--- src/dar_pkg.sv ---
// shared constants and types of the dual converter control and readout
package dar_pkg;

    // clock and timing figures
    localparam int CLK_PERIOD_NS = 8;
    localparam int CONV_CH_NS = 800; // time to convert one channel
    localparam int ACQ_NS = 250; // least acquisition time after a cycle
    localparam int CONV_CH_CYC = (CONV_CH_NS + CLK_PERIOD_NS - 1)
        / CLK_PERIOD_NS;
    localparam int ACQ_CYC = (ACQ_NS + CLK_PERIOD_NS - 1) / CLK_PERIOD_NS;
    localparam int SCLK_HALF_CYC = 2; // internal serial clock half period

    // data widths
    localparam int RES_W = 16;
    localparam int SR_W = 32;
    localparam int PIN_W = 16;

    // shared pin positions used in serial mode
    localparam int PIN_SDATA = 8;
    localparam int PIN_SCLK = 9;
    localparam int PIN_FRAME = 10;
    localparam int PIN_RDERR = 11;
    localparam int PIN_UPPER = 12;

    // positions in the input synchroniser vector
    localparam int SI_CS = 0;
    localparam int SI_RD = 1;
    localparam int SI_CNV = 2;
    localparam int SI_PWR = 3;
    localparam int SI_SCLK = 4;
    localparam int SI_CHAIN = 5;
    localparam int SI_PTS = 6;
    localparam int SI_CSS = 7;
    localparam int SI_INV = 8;
    localparam int SI_FINV = 9;
    localparam int SI_LP = 10;
    localparam int SI_ORD = 11;
    localparam int SYNC_W = 12;
    // strobes idle high, everything else low
    localparam logic [SYNC_W-1:0] SYNC_RST = 12'h007;

    // conversion sequencer states
    typedef enum logic [1:0] {
        CV_IDLE = 2'b00,
        CV_CH_A = 2'b01,
        CV_CH_B = 2'b10,
        CV_ACQ = 2'b11
    } dar_conv_e;

    // readout states
    typedef enum logic [1:0] {
        RS_IDLE = 2'b00,
        RS_MST = 2'b01,
        RS_SLV = 2'b10
    } dar_read_e;

endpackage

--- src/dar_conv.sv ---
// conversion sequencer: start, hold, per-channel done, busy, results
`timescale 1ns/10ps
module dar_conv
#(
    parameter int CONV_CYC = dar_pkg::CONV_CH_CYC,
    parameter int ACQ_LEN = dar_pkg::ACQ_CYC
)
(
    input wire logic ref_clk,
    input wire logic rst,
    input wire logic start_n_s,
    input wire logic power_down_s,
    input wire logic low_power_s,
    input wire logic [dar_pkg::RES_W-1:0] code_a,
    input wire logic [dar_pkg::RES_W-1:0] code_b,
    output logic busy,
    output logic channel_done_n,
    output logic hold,
    output logic latch,
    output logic [dar_pkg::RES_W-1:0] result_a,
    output logic [dar_pkg::RES_W-1:0] result_b
);
    import dar_pkg::*;

    initial
    begin
        if (CONV_CYC < 4 || CONV_CYC > 65535 || ACQ_LEN < 1
            || ACQ_LEN > 65535)
            $error("dar_conv: cycle counts out of range");
    end

    dar_conv_e state_reg;
    logic [15:0] cnt_reg;
    logic start_prev_reg;
    logic conv_end;
    logic acq_end;
    logic go;

    assign conv_end = cnt_reg == 16'(CONV_CYC - 1);
    assign acq_end = cnt_reg == 16'(ACQ_LEN - 1);

    // falling start edge in idle, or start still low after acquisition
    // in low-power mode; power-down only refuses new starts
    assign go = !power_down_s
        && ((state_reg == CV_IDLE && start_prev_reg && !start_n_s)
        || (state_reg == CV_ACQ && acq_end && low_power_s
        && !start_n_s));

    // start edge detector
    always_ff @(posedge ref_clk)
    begin
        if (rst)
            start_prev_reg <= 1'b1;
        else
            start_prev_reg <= start_n_s;
    end

    // sequence: channel a, channel b, acquisition; reset aborts it
    always_ff @(posedge ref_clk)
    begin
        if (rst)
        begin
            state_reg <= CV_IDLE;
            cnt_reg <= 16'h0000;
        end
        else if (go)
        begin
            state_reg <= CV_CH_A;
            cnt_reg <= 16'h0000;
        end
        else
        begin
            case (state_reg)
                CV_CH_A, CV_CH_B:
                begin
                    cnt_reg <= conv_end ? 16'h0000 : cnt_reg + 16'h0001;
                    if (conv_end)
                        state_reg <= state_reg == CV_CH_A ? CV_CH_B : CV_ACQ;
                end
                CV_ACQ:
                begin
                    cnt_reg <= acq_end ? 16'h0000 : cnt_reg + 16'h0001;
                    if (acq_end)
                        state_reg <= CV_IDLE;
                end
                default:
                    cnt_reg <= 16'h0000;
            endcase
        end
    end

    assign hold = state_reg == CV_CH_A || state_reg == CV_CH_B;

    // results, done pulse per channel and latch pulse after channel b
    always_ff @(posedge ref_clk)
    begin
        if (rst)
        begin
            result_a <= 16'h0000;
            result_b <= 16'h0000;
            channel_done_n <= 1'b1;
            latch <= 1'b0;
        end
        else
        begin
            channel_done_n <= !(hold && conv_end);
            latch <= state_reg == CV_CH_B && conv_end;
            if (state_reg == CV_CH_A && conv_end)
                result_a <= code_a;
            if (state_reg == CV_CH_B && conv_end)
                result_b <= code_b;
        end
    end

    // busy drops at the edge where the shift register takes the results
    always_ff @(posedge ref_clk)
    begin
        if (rst)
            busy <= 1'b0;
        else if (go)
            busy <= 1'b1;
        else if (latch)
            busy <= 1'b0;
    end

    a_busy_on_start: assert property (@(posedge ref_clk) disable iff (rst)
        go |=> busy [*4]) else $error("busy not held after start");
    a_done_at_latch: assert property (@(posedge ref_clk) disable iff (rst)
        latch |-> !channel_done_n && busy ##1 !busy)
        else $error("busy or done wrong at latch");
    a_pd_no_start: assert property (@(posedge ref_clk) disable iff (rst)
        (power_down_s && !busy && state_reg != CV_ACQ) |=> !busy)
        else $error("start taken in power-down");
    a_reset_abort: assert property (@(posedge ref_clk)
        rst |=> !busy && !hold && channel_done_n)
        else $error("reset did not abort");
endmodule

--- src/dar_core.sv ---
// dual converter control and result readout, parallel and serial port
// How it works
// - serial clock pin is output on internal clock, input on external
// - parallel mode drives shared pins as result bus bits, e.g. bit 10
// - internal clock serial mode drives a frame marker during reads
// - marker not inverted: high during read, low pulse after channel one
// - marker inverted: low during read, high pulse after channel one
// - slave read unfinished at next conversion end: drop data, flag pulse
// - bits 12 to 15 driven only in parallel mode
// - busy high from start until results sit in the shift register
// - channel done goes low once per finished channel
// - output bus enabled only while chip select and read both low, except the error flag pin on external clock
// - external serial clock edges ignored while chip select is high
// - reset returns to idle and aborts a conversion
// - power-down lets a conversion finish, then refuses new starts
// - start falling edge holds the sample and begins a conversion
// - low-power mode starts again if start is low after acquisition
// - both results in a 32-bit register, msb first, order selectable
// - external clock: data updates on rising edge, falling if inverted
// - read mode high shifts previous data during conversion, else after
// - external clock: chain input reaches data out after 32 clocks
`timescale 1ns/10ps
module dar_core
#(
    parameter int CONV_CYC = dar_pkg::CONV_CH_CYC,
    parameter int ACQ_LEN = dar_pkg::ACQ_CYC,
    parameter int SCLK_HALF = dar_pkg::SCLK_HALF_CYC
)
(
    input wire logic ref_clk,
    input wire logic rst,
    input wire logic conversion_start_n,
    input wire logic power_down,
    input wire logic low_power_mode,
    input wire logic port_type_select,
    input wire logic clock_source_select,
    input wire logic serial_clock_invert,
    input wire logic frame_marker_invert,
    input wire logic read_mode_or_chain_in,
    input wire logic channel_order_select,
    input wire logic cs_n,
    input wire logic rd_n,
    input wire logic sclk_in,
    input wire logic [dar_pkg::RES_W-1:0] code_a,
    input wire logic [dar_pkg::RES_W-1:0] code_b,
    output logic [dar_pkg::PIN_W-1:0] d_out,
    output logic [dar_pkg::PIN_W-1:0] d_oe,
    output logic busy,
    output logic channel_done_n,
    output logic hold
);
    import dar_pkg::*;

    initial
    begin
        if (SCLK_HALF < 1 || SCLK_HALF > 255)
            $error("dar_core: SCLK_HALF out of range");
    end

    logic [SYNC_W-1:0] raw;
    logic [SYNC_W-1:0] s1_reg;
    logic [SYNC_W-1:0] s2_reg;
    logic cs_n_s, rd_n_s, sclk_s, chain_s, serial_s, ext_s;
    logic inv_s, finv_s, ord_s;
    logic en;
    logic latch;
    logic [RES_W-1:0] result_a;
    logic [RES_W-1:0] result_b;
    dar_read_e rd_state_reg;
    logic [SR_W-1:0] sr_reg;
    logic [5:0] bit_cnt_reg;
    logic [7:0] div_reg;
    logic phase_reg;
    logic sclk_prev_reg;
    logic fresh_reg;
    logic rderr_reg;
    logic tick;
    logic m_shift;
    logic upd_slv;
    logic start_m;
    logic start_s;
    logic frame_act;
    logic [PIN_W-1:0] d_out_next;
    logic [PIN_W-1:0] d_oe_next;

    // every pin input passes two flops before any logic reads it
    assign raw = {channel_order_select, low_power_mode, frame_marker_invert,
        serial_clock_invert, clock_source_select, port_type_select,
        read_mode_or_chain_in, sclk_in, power_down, conversion_start_n,
        rd_n, cs_n};

    generate
        for (genvar i = 0; i < SYNC_W; i++)
        begin : g_sync
            always_ff @(posedge ref_clk)
            begin
                if (rst)
                begin
                    s1_reg[i] <= SYNC_RST[i];
                    s2_reg[i] <= SYNC_RST[i];
                end
                else
                begin
                    s1_reg[i] <= raw[i];
                    s2_reg[i] <= s1_reg[i];
                end
            end
        end
    endgenerate

    assign cs_n_s = s2_reg[SI_CS];
    assign rd_n_s = s2_reg[SI_RD];
    assign sclk_s = s2_reg[SI_SCLK];
    assign chain_s = s2_reg[SI_CHAIN];
    assign serial_s = s2_reg[SI_PTS];
    assign ext_s = s2_reg[SI_CSS];
    assign inv_s = s2_reg[SI_INV];
    assign finv_s = s2_reg[SI_FINV];
    assign ord_s = s2_reg[SI_ORD];

    assign en = !cs_n_s && !rd_n_s;

    // conversion timing, hold, busy and per-channel done
    dar_conv #(
        .CONV_CYC(CONV_CYC),
        .ACQ_LEN(ACQ_LEN)
    ) u_conv (
        .ref_clk(ref_clk),
        .rst(rst),
        .start_n_s(s2_reg[SI_CNV]),
        .power_down_s(s2_reg[SI_PWR]),
        .low_power_s(s2_reg[SI_LP]),
        .code_a(code_a),
        .code_b(code_b),
        .busy(busy),
        .channel_done_n(channel_done_n),
        .hold(hold),
        .latch(latch),
        .result_a(result_a),
        .result_b(result_b)
    );

    // internal serial clock: half-period divider, update on phase 1 to 0
    assign tick = div_reg == 8'(SCLK_HALF - 1);
    assign m_shift = rd_state_reg == RS_MST && en && tick && phase_reg
        && bit_cnt_reg != 6'd31;

    // external clock edge, only while chip select is low
    assign upd_slv = !cs_n_s && (inv_s ? (sclk_prev_reg && !sclk_s)
        : (!sclk_prev_reg && sclk_s));

    // master read with read mode high may run during conversion
    assign start_m = serial_s && !ext_s && en && fresh_reg
        && (chain_s || !busy);
    assign start_s = serial_s && ext_s && en && fresh_reg;

    // edge detector of the external clock reads the second flop only
    always_ff @(posedge ref_clk)
    begin
        if (rst)
            sclk_prev_reg <= 1'b0;
        else
            sclk_prev_reg <= sclk_s;
    end

    // unread data marker; a new latch wins over the clear of a read start
    always_ff @(posedge ref_clk)
    begin
        if (rst)
            fresh_reg <= 1'b0;
        else if (latch)
            fresh_reg <= 1'b1;
        else if (rd_state_reg == RS_IDLE && (start_m || start_s))
            fresh_reg <= 1'b0;
    end

    // readout sequence; new results abort any read in progress
    always_ff @(posedge ref_clk)
    begin
        if (rst || latch)
            rd_state_reg <= RS_IDLE;
        else
        begin
            case (rd_state_reg)
                RS_IDLE:
                begin
                    if (start_m)
                        rd_state_reg <= RS_MST;
                    else if (start_s)
                        rd_state_reg <= RS_SLV;
                end
                RS_MST:
                begin
                    if (!en || (tick && phase_reg && bit_cnt_reg == 6'd31))
                        rd_state_reg <= RS_IDLE;
                end
                RS_SLV:
                begin
                    if (!en)
                        rd_state_reg <= RS_IDLE;
                end
                default:
                    rd_state_reg <= RS_IDLE;
            endcase
        end
    end

    // bit counter, divider and internal clock phase
    always_ff @(posedge ref_clk)
    begin
        if (rst || latch || rd_state_reg == RS_IDLE)
        begin
            bit_cnt_reg <= 6'd0;
            div_reg <= 8'h00;
            phase_reg <= 1'b0;
        end
        else if (rd_state_reg == RS_MST)
        begin
            div_reg <= tick ? 8'h00 : div_reg + 8'h01;
            if (tick)
                phase_reg <= !phase_reg;
            if (m_shift)
                bit_cnt_reg <= bit_cnt_reg + 6'd1;
        end
        else if (upd_slv && en && bit_cnt_reg != 6'd32)
            bit_cnt_reg <= bit_cnt_reg + 6'd1; // saturates, chain goes on
    end

    // 32-bit output register, msb first, channel order by select input
    always_ff @(posedge ref_clk)
    begin
        if (rst)
            sr_reg <= 32'h0000_0000;
        else if (latch)
            sr_reg <= ord_s ? {result_b, result_a}
                : {result_a, result_b};
        else if (m_shift)
            sr_reg <= {sr_reg[SR_W-2:0], 1'b0};
        else if (rd_state_reg == RS_SLV && en && upd_slv)
            sr_reg <= {sr_reg[SR_W-2:0], chain_s};
    end

    // slave read begun but short of 32 clocks when new results arrive
    always_ff @(posedge ref_clk)
    begin
        if (rst)
            rderr_reg <= 1'b0;
        else
            rderr_reg <= latch && rd_state_reg == RS_SLV
                && bit_cnt_reg < 6'd32;
    end

    // marker gap for one half clock once the first channel is out
    assign frame_act = rd_state_reg == RS_MST
        && !(bit_cnt_reg == 6'd16 && !phase_reg);

    // pin values and enables, registered on the next edge
    always_comb
    begin
        d_out_next = 16'h0000;
        d_oe_next = 16'h0000;
        if (!serial_s)
        begin
            d_out_next = ord_s ? result_b : result_a;
            d_oe_next = {PIN_W{en}};
        end
        else
        begin
            d_out_next[PIN_SDATA] = sr_reg[SR_W-1];
            d_out_next[PIN_SCLK] = phase_reg ^ inv_s;
            d_out_next[PIN_FRAME] = frame_act ^ finv_s;
            d_out_next[PIN_RDERR] = rderr_reg;
            d_oe_next[PIN_SDATA] = en;
            d_oe_next[PIN_SCLK] = en && !ext_s;
            d_oe_next[PIN_FRAME] = en && !ext_s;
            d_oe_next[PIN_RDERR] = ext_s;
        end
    end

    always_ff @(posedge ref_clk)
    begin
        if (rst)
        begin
            d_out <= 16'h0000;
            d_oe <= 16'h0000;
        end
        else
        begin
            d_out <= d_out_next;
            d_oe <= d_oe_next;
        end
    end

    a_upper_hiz: assert property (@(posedge ref_clk) disable iff (rst)
        serial_s |=> d_oe[PIN_W-1:PIN_UPPER] == 4'h0)
        else $error("upper bits driven in serial mode");
    a_bus_gated: assert property (@(posedge ref_clk) disable iff (rst)
        !en |=> d_oe[PIN_FRAME:0] == 11'h000)
        else $error("bus driven without select and read");
    a_rderr_cause: assert property (@(posedge ref_clk) disable iff (rst)
        (latch && rd_state_reg == RS_SLV && bit_cnt_reg < 6'd32
        && serial_s && ext_s) |=> ##1 d_out[PIN_RDERR])
        else $error("incomplete read not flagged");
    a_frame_start: assert property (@(posedge ref_clk) disable iff (rst)
        (rd_state_reg == RS_MST && bit_cnt_reg == 6'd0 && serial_s)
        |=> d_out[PIN_FRAME] == !$past(finv_s))
        else $error("frame marker wrong at read start");
    a_gate_sclk: assert property (@(posedge ref_clk) disable iff (rst)
        (cs_n_s && !latch) |=> $stable(sr_reg))
        else $error("shift while chip select high");
endmodule

--- config.mk ---
export PLATFORM = sky130hd
export DESIGN_NAME = dar_core
export DESIGN_NICKNAME = d
export VERILOG_FILES = /design/src/dar_pkg.sv /design/src/dar_conv.sv /design/src/dar_core.sv
export SDC_FILE = /design/constraint.sdc
export NUM_CORES = 1
export LEC_CHECK = 0
export BUFFER_PORTS_ARGS = -buffer_cell sky130_fd_sc_hd__buf_2
export CAP_MARGIN = 10
export CORE_MARGIN = 3
export CORE_UTILIZATION = 40
export CTS_CLUSTER_SIZE = 28
export DETAILED_ROUTE_END_ITERATION = 6
export GPL_ROUTABILITY_DRIVEN = 0
export PLACE_DENSITY_LB_ADDON = 0.25
export SKIP_LAST_GASP = 1
export SLEW_MARGIN = 30
export SYNTH_ARGS = -nofsm -noshare
export SYNTH_HDL_FRONTEND = slang
export SYNTH_HIERARCHICAL = 1
export SYNTH_SLANG_ARGS = --single-unit
--- constraint.sdc ---
create_clock -name ref_clk -period 3.25 [get_ports ref_clk]
set_input_delay 0.325 -clock ref_clk [delete_from_list [all_inputs] [get_ports ref_clk]]
set_output_delay 0.325 -clock ref_clk [all_outputs]
set_load 0.005 [all_outputs]
==> flow_metrics.env <==
export IMPL_cts_buffer_depth=2
export IMPL_synth_seq_area_share=0.476
export IMPL_areaGrowthSynthToFinish_pct=15.7
export IMPL_ys_ff_latch=150
export IMPL_cp_max_fo=8
export IMPL_initial_core_util=0.412
export IMPL_cts_hold_repair_buffers=0
export IMPL_cts_clk_slew_worst_paths_ps=50
export IMPL_wirelength_mm=13.6
export IMPL_pin_count=81
export IMPL_synth_edff_count=0
export IMPL_portBuffers=80
export IMPL_critPathMaxStageDelay_ps=550
export IMPL_p_sw_mw=0.758
export IMPL_std_cell_rows=45
export IMPL_synthAdderAreaFrac=0.0178
export IMPL_swShare=0.198
export IMPL_syn_nets=778
export IMPL_clk_latency_ps=420
export IMPL_ys_flop_type="dfxtp_1"
export IMPL_tritoncts="done"
export IMPL_grt_pass1_wl_mm=23.3
export IMPL_via_count=4906
export IMPL_p_seq_frac=0.490
export IMPL_hpwlAfterDp_mm=9.32
export IMPL_multi_input_area_sq_mm=0.00298
export IMPL_place_ws_ps=564
export IMPL_post_route_min_period_ps=2720
export IMPL_layout_commonest_cell="dfxtp_1"
export IMPL_drt_drc_violations_left=0
export IMPL_cts_resized_gates=0
export IMPL_status="complete, no violations"
export IMPL_final_util=0.477
export IMPL_die_y_um=132
export IMPL_start_kind="flop"
export IMPL_crit_buf_inv=0
export IMPL_largest_register_ffs=32
export IMPL_synth_avg_cell_area_sq_um=8.73
export IMPL_crit_slowest_cell="or4_4"
export IMPL_postCtsSetupBuffers=0
export IMPL_power_density_mw_per_mm2=523
export IMPL_vias_per_cell=4.94
export IMPL_fill_cells=1514
export IMPL_die_w_um=132
export IMPL_synthMuxAreaShare=0.106
export IMPL_finalPower_mw=3.82
export IMPL_finalSetupTns_ps=0
export IMPL_r2r_cells=6
export IMPL_diodes=0
export IMPL_yosysWarnings=6
export IMPL_max_freq_mhz=367
export IMPL_h_tree_depth=4
export IMPL_crit_family="simple AND/OR/NAND/NOR gates"
export IMPL_slew_violations=0
export IMPL_ir_drop_v=0.000376
export IMPL_rsz0062_at_grt="no"
export IMPL_ys_async_sr_fraction=0
export IMPL_p_int_mw=3.06
export IMPL_holdWs_ps=80.7
export IMPL_drt_iter0_markers=266
export IMPL_fin_nets=826
export IMPL_synth_area_sq_mm=0.00631
export IMPL_drive_gt1_frac=0.165
export IMPL_finalWorstSetupSlack_ps=526
export IMPL_synthXorXnorAreaFrac=0.0333
export IMPL_path_cells="ha_1, or4b_1, or4_4, or3_1, a211oi_1, mux2i_1"
export IMPL_pwr_share_comb=0.023
export IMPL_antenna_found_initial=0
export IMPL_p_leak_nw=2.68
export IMPL_seqCellArea_sq_mm=0.00301
export IMPL_syn_inst=723
export IMPL_max_cap_violations=0
export IMPL_cp_arrival_ps=3070
export IMPL_cp_end_kind="flop"
export IMPL_slew_headroom=0.484
export IMPL_die_area_sq_mm=0.0173
export IMPL_grt_pass1_vias=4895
export IMPL_finalSetupViolations=0
export IMPL_fin_worst_skew_ps=6.87
export IMPL_clock_sinks=150
export IMPL_crit_type="flop to flop"
export IMPL_core_sq_mm=0.0153
export IMPL_post_drt_wl_per_cell_um=13.7
export IMPL_path_depth=6
export IMPL_worst_slew_pin_slew_ps=771
export IMPL_root_buffer="clkbuf_16"
export IMPL_numCtsBuffers=17
export IMPL_grt_start_max_net_pins=66
export IMPL_synth_compound_area_frac=0.0914
export IMPL_hold_viol_final=0
export IMPL_timing_final_crit_share=0.838
export IMPL_first_pass_iters=5
export IMPL_crit_required_ps=3600
export IMPL_synth_top_family_by_area="simple AND/OR/NAND/NOR gates"
export IMPL_min_delay_path_depth=2
export IMPL_synth_cell_types=54
export IMPL_gr_total_overflow=0
export IMPL_ant_nets=0
export IMPL_grt_usage=0.163
export IMPL_layout_common_cells="dfxtp_1, nor2_1, nand2_1"
export IMPL_yosys_area_share_simple=0.221
export IMPL_hold_class="primary input to flop"
export IMPL_power_share_clock=0.487
==> per-stage QoR <==
stage                     std cells  instance area, sq um
after floorplan                 723                  6310
after global placement          963                  6740
after detailed placement        963                  6740
after CTS                       993                  7300
after global routing            993                  7300
final                           993                  7300
==> synthesized netlist by cell type (all sizes together) (2+ instances only) <==
| library cell | count | area [sq um] |
|---|---|---|
| o31ai | 2 | 15.0 |
| nand3 | 14 | 70.1 |
| nand4 | 6 | 37.5 |
| mux2i | 66 | 661 |
| nor3 | 8 | 40.0 |
| dfxtp | 150 | 3000 |
| a2111o | 2 | 22.5 |
| nand2b | 5 | 31.3 |
| nor2b | 21 | 131 |
| nor4b | 2 | 17.5 |
| and4 | 6 | 52.6 |
| o211ai | 2 | 20.0 |
| nor4 | 3 | 18.8 |
| a211oi | 2 | 15.0 |
| nor2 | 123 | 462 |
| or4 | 5 | 42.5 |
| or2 | 10 | 62.6 |
| a21oi | 78 | 390 |
| and3 | 4 | 26.3 |
| xnor2 | 8 | 70.1 |
| clkbuf | 27 | 104 |
| ha | 9 | 113 |
| buf | 28 | 189 |
| nand2 | 83 | 312 |
| o21ai | 9 | 48.8 |
| nor3b | 2 | 15.0 |
| xor2 | 16 | 140 |
| inv | 13 | 48.8 |
| or3 | 2 | 12.5 |
| and2 | 3 | 18.8 |
==> power groups by stage <==
stage	Combinational [mW]	Sequential [mW]	Clock (mW)
2_1_floorplan	0.0562	1.90	0
3_3_place_gp	0.0856	1.91	0
3_5_place_dp	0.0877	1.91	0
4_1_cts	0.0881	1.87	1.91
5_1_grt	0.0963	1.87	1.98
6_report	0.0861	1.87	1.86
==> worst paths after layout <==
kind | start | endpoint | slack, ps
worst max-delay path | div_reg[0] | bit_cnt_reg[5] | 530
worst min-delay path | rd_n | s1_reg[1] | 80
worst max register to register | div_reg[0] | bit_cnt_reg[5] | 530
worst min register to register | s1_reg[1] | rd_n_s | 410
==> metal layers <==
metal / GRT usage / wire [um] / vias to the layer above
met3: 0.0467 / 648 / 14
met2: 0.262 / 6340 / 101
met1: 0.204 / 6410 / 2282
li1: - / - / 2509
met5: 0 / 0 / -
met4: 0.0735 / 233 / 0
==> area by class of cell <==
class,instances,area share
repair buffers,84,0.0610
well taps,211,0.0361
clock inverters,3,0.00548
clock buffers,27,0.0716
flip-flops and latches,150,0.412
multi-input cells,505,0.407
inverters,13,0.00668
==> cell families after synthesis <==
group | Yosys count
mux | 67
xor+xnor | 24
flops | 150
compound gates | 103
buf+inv | 68
simple gates | 302
fa+ha+maj | 9
==> worst reg2reg max path, stage by stage (launching register included) <==
cell	delay, ps
dfxtp_1	410
ha_1	170
or4b_1	460
or4_4	550
or3_1	500
a211oi_1	350
mux2i_1	210
(Power assumes the default switching activity.)
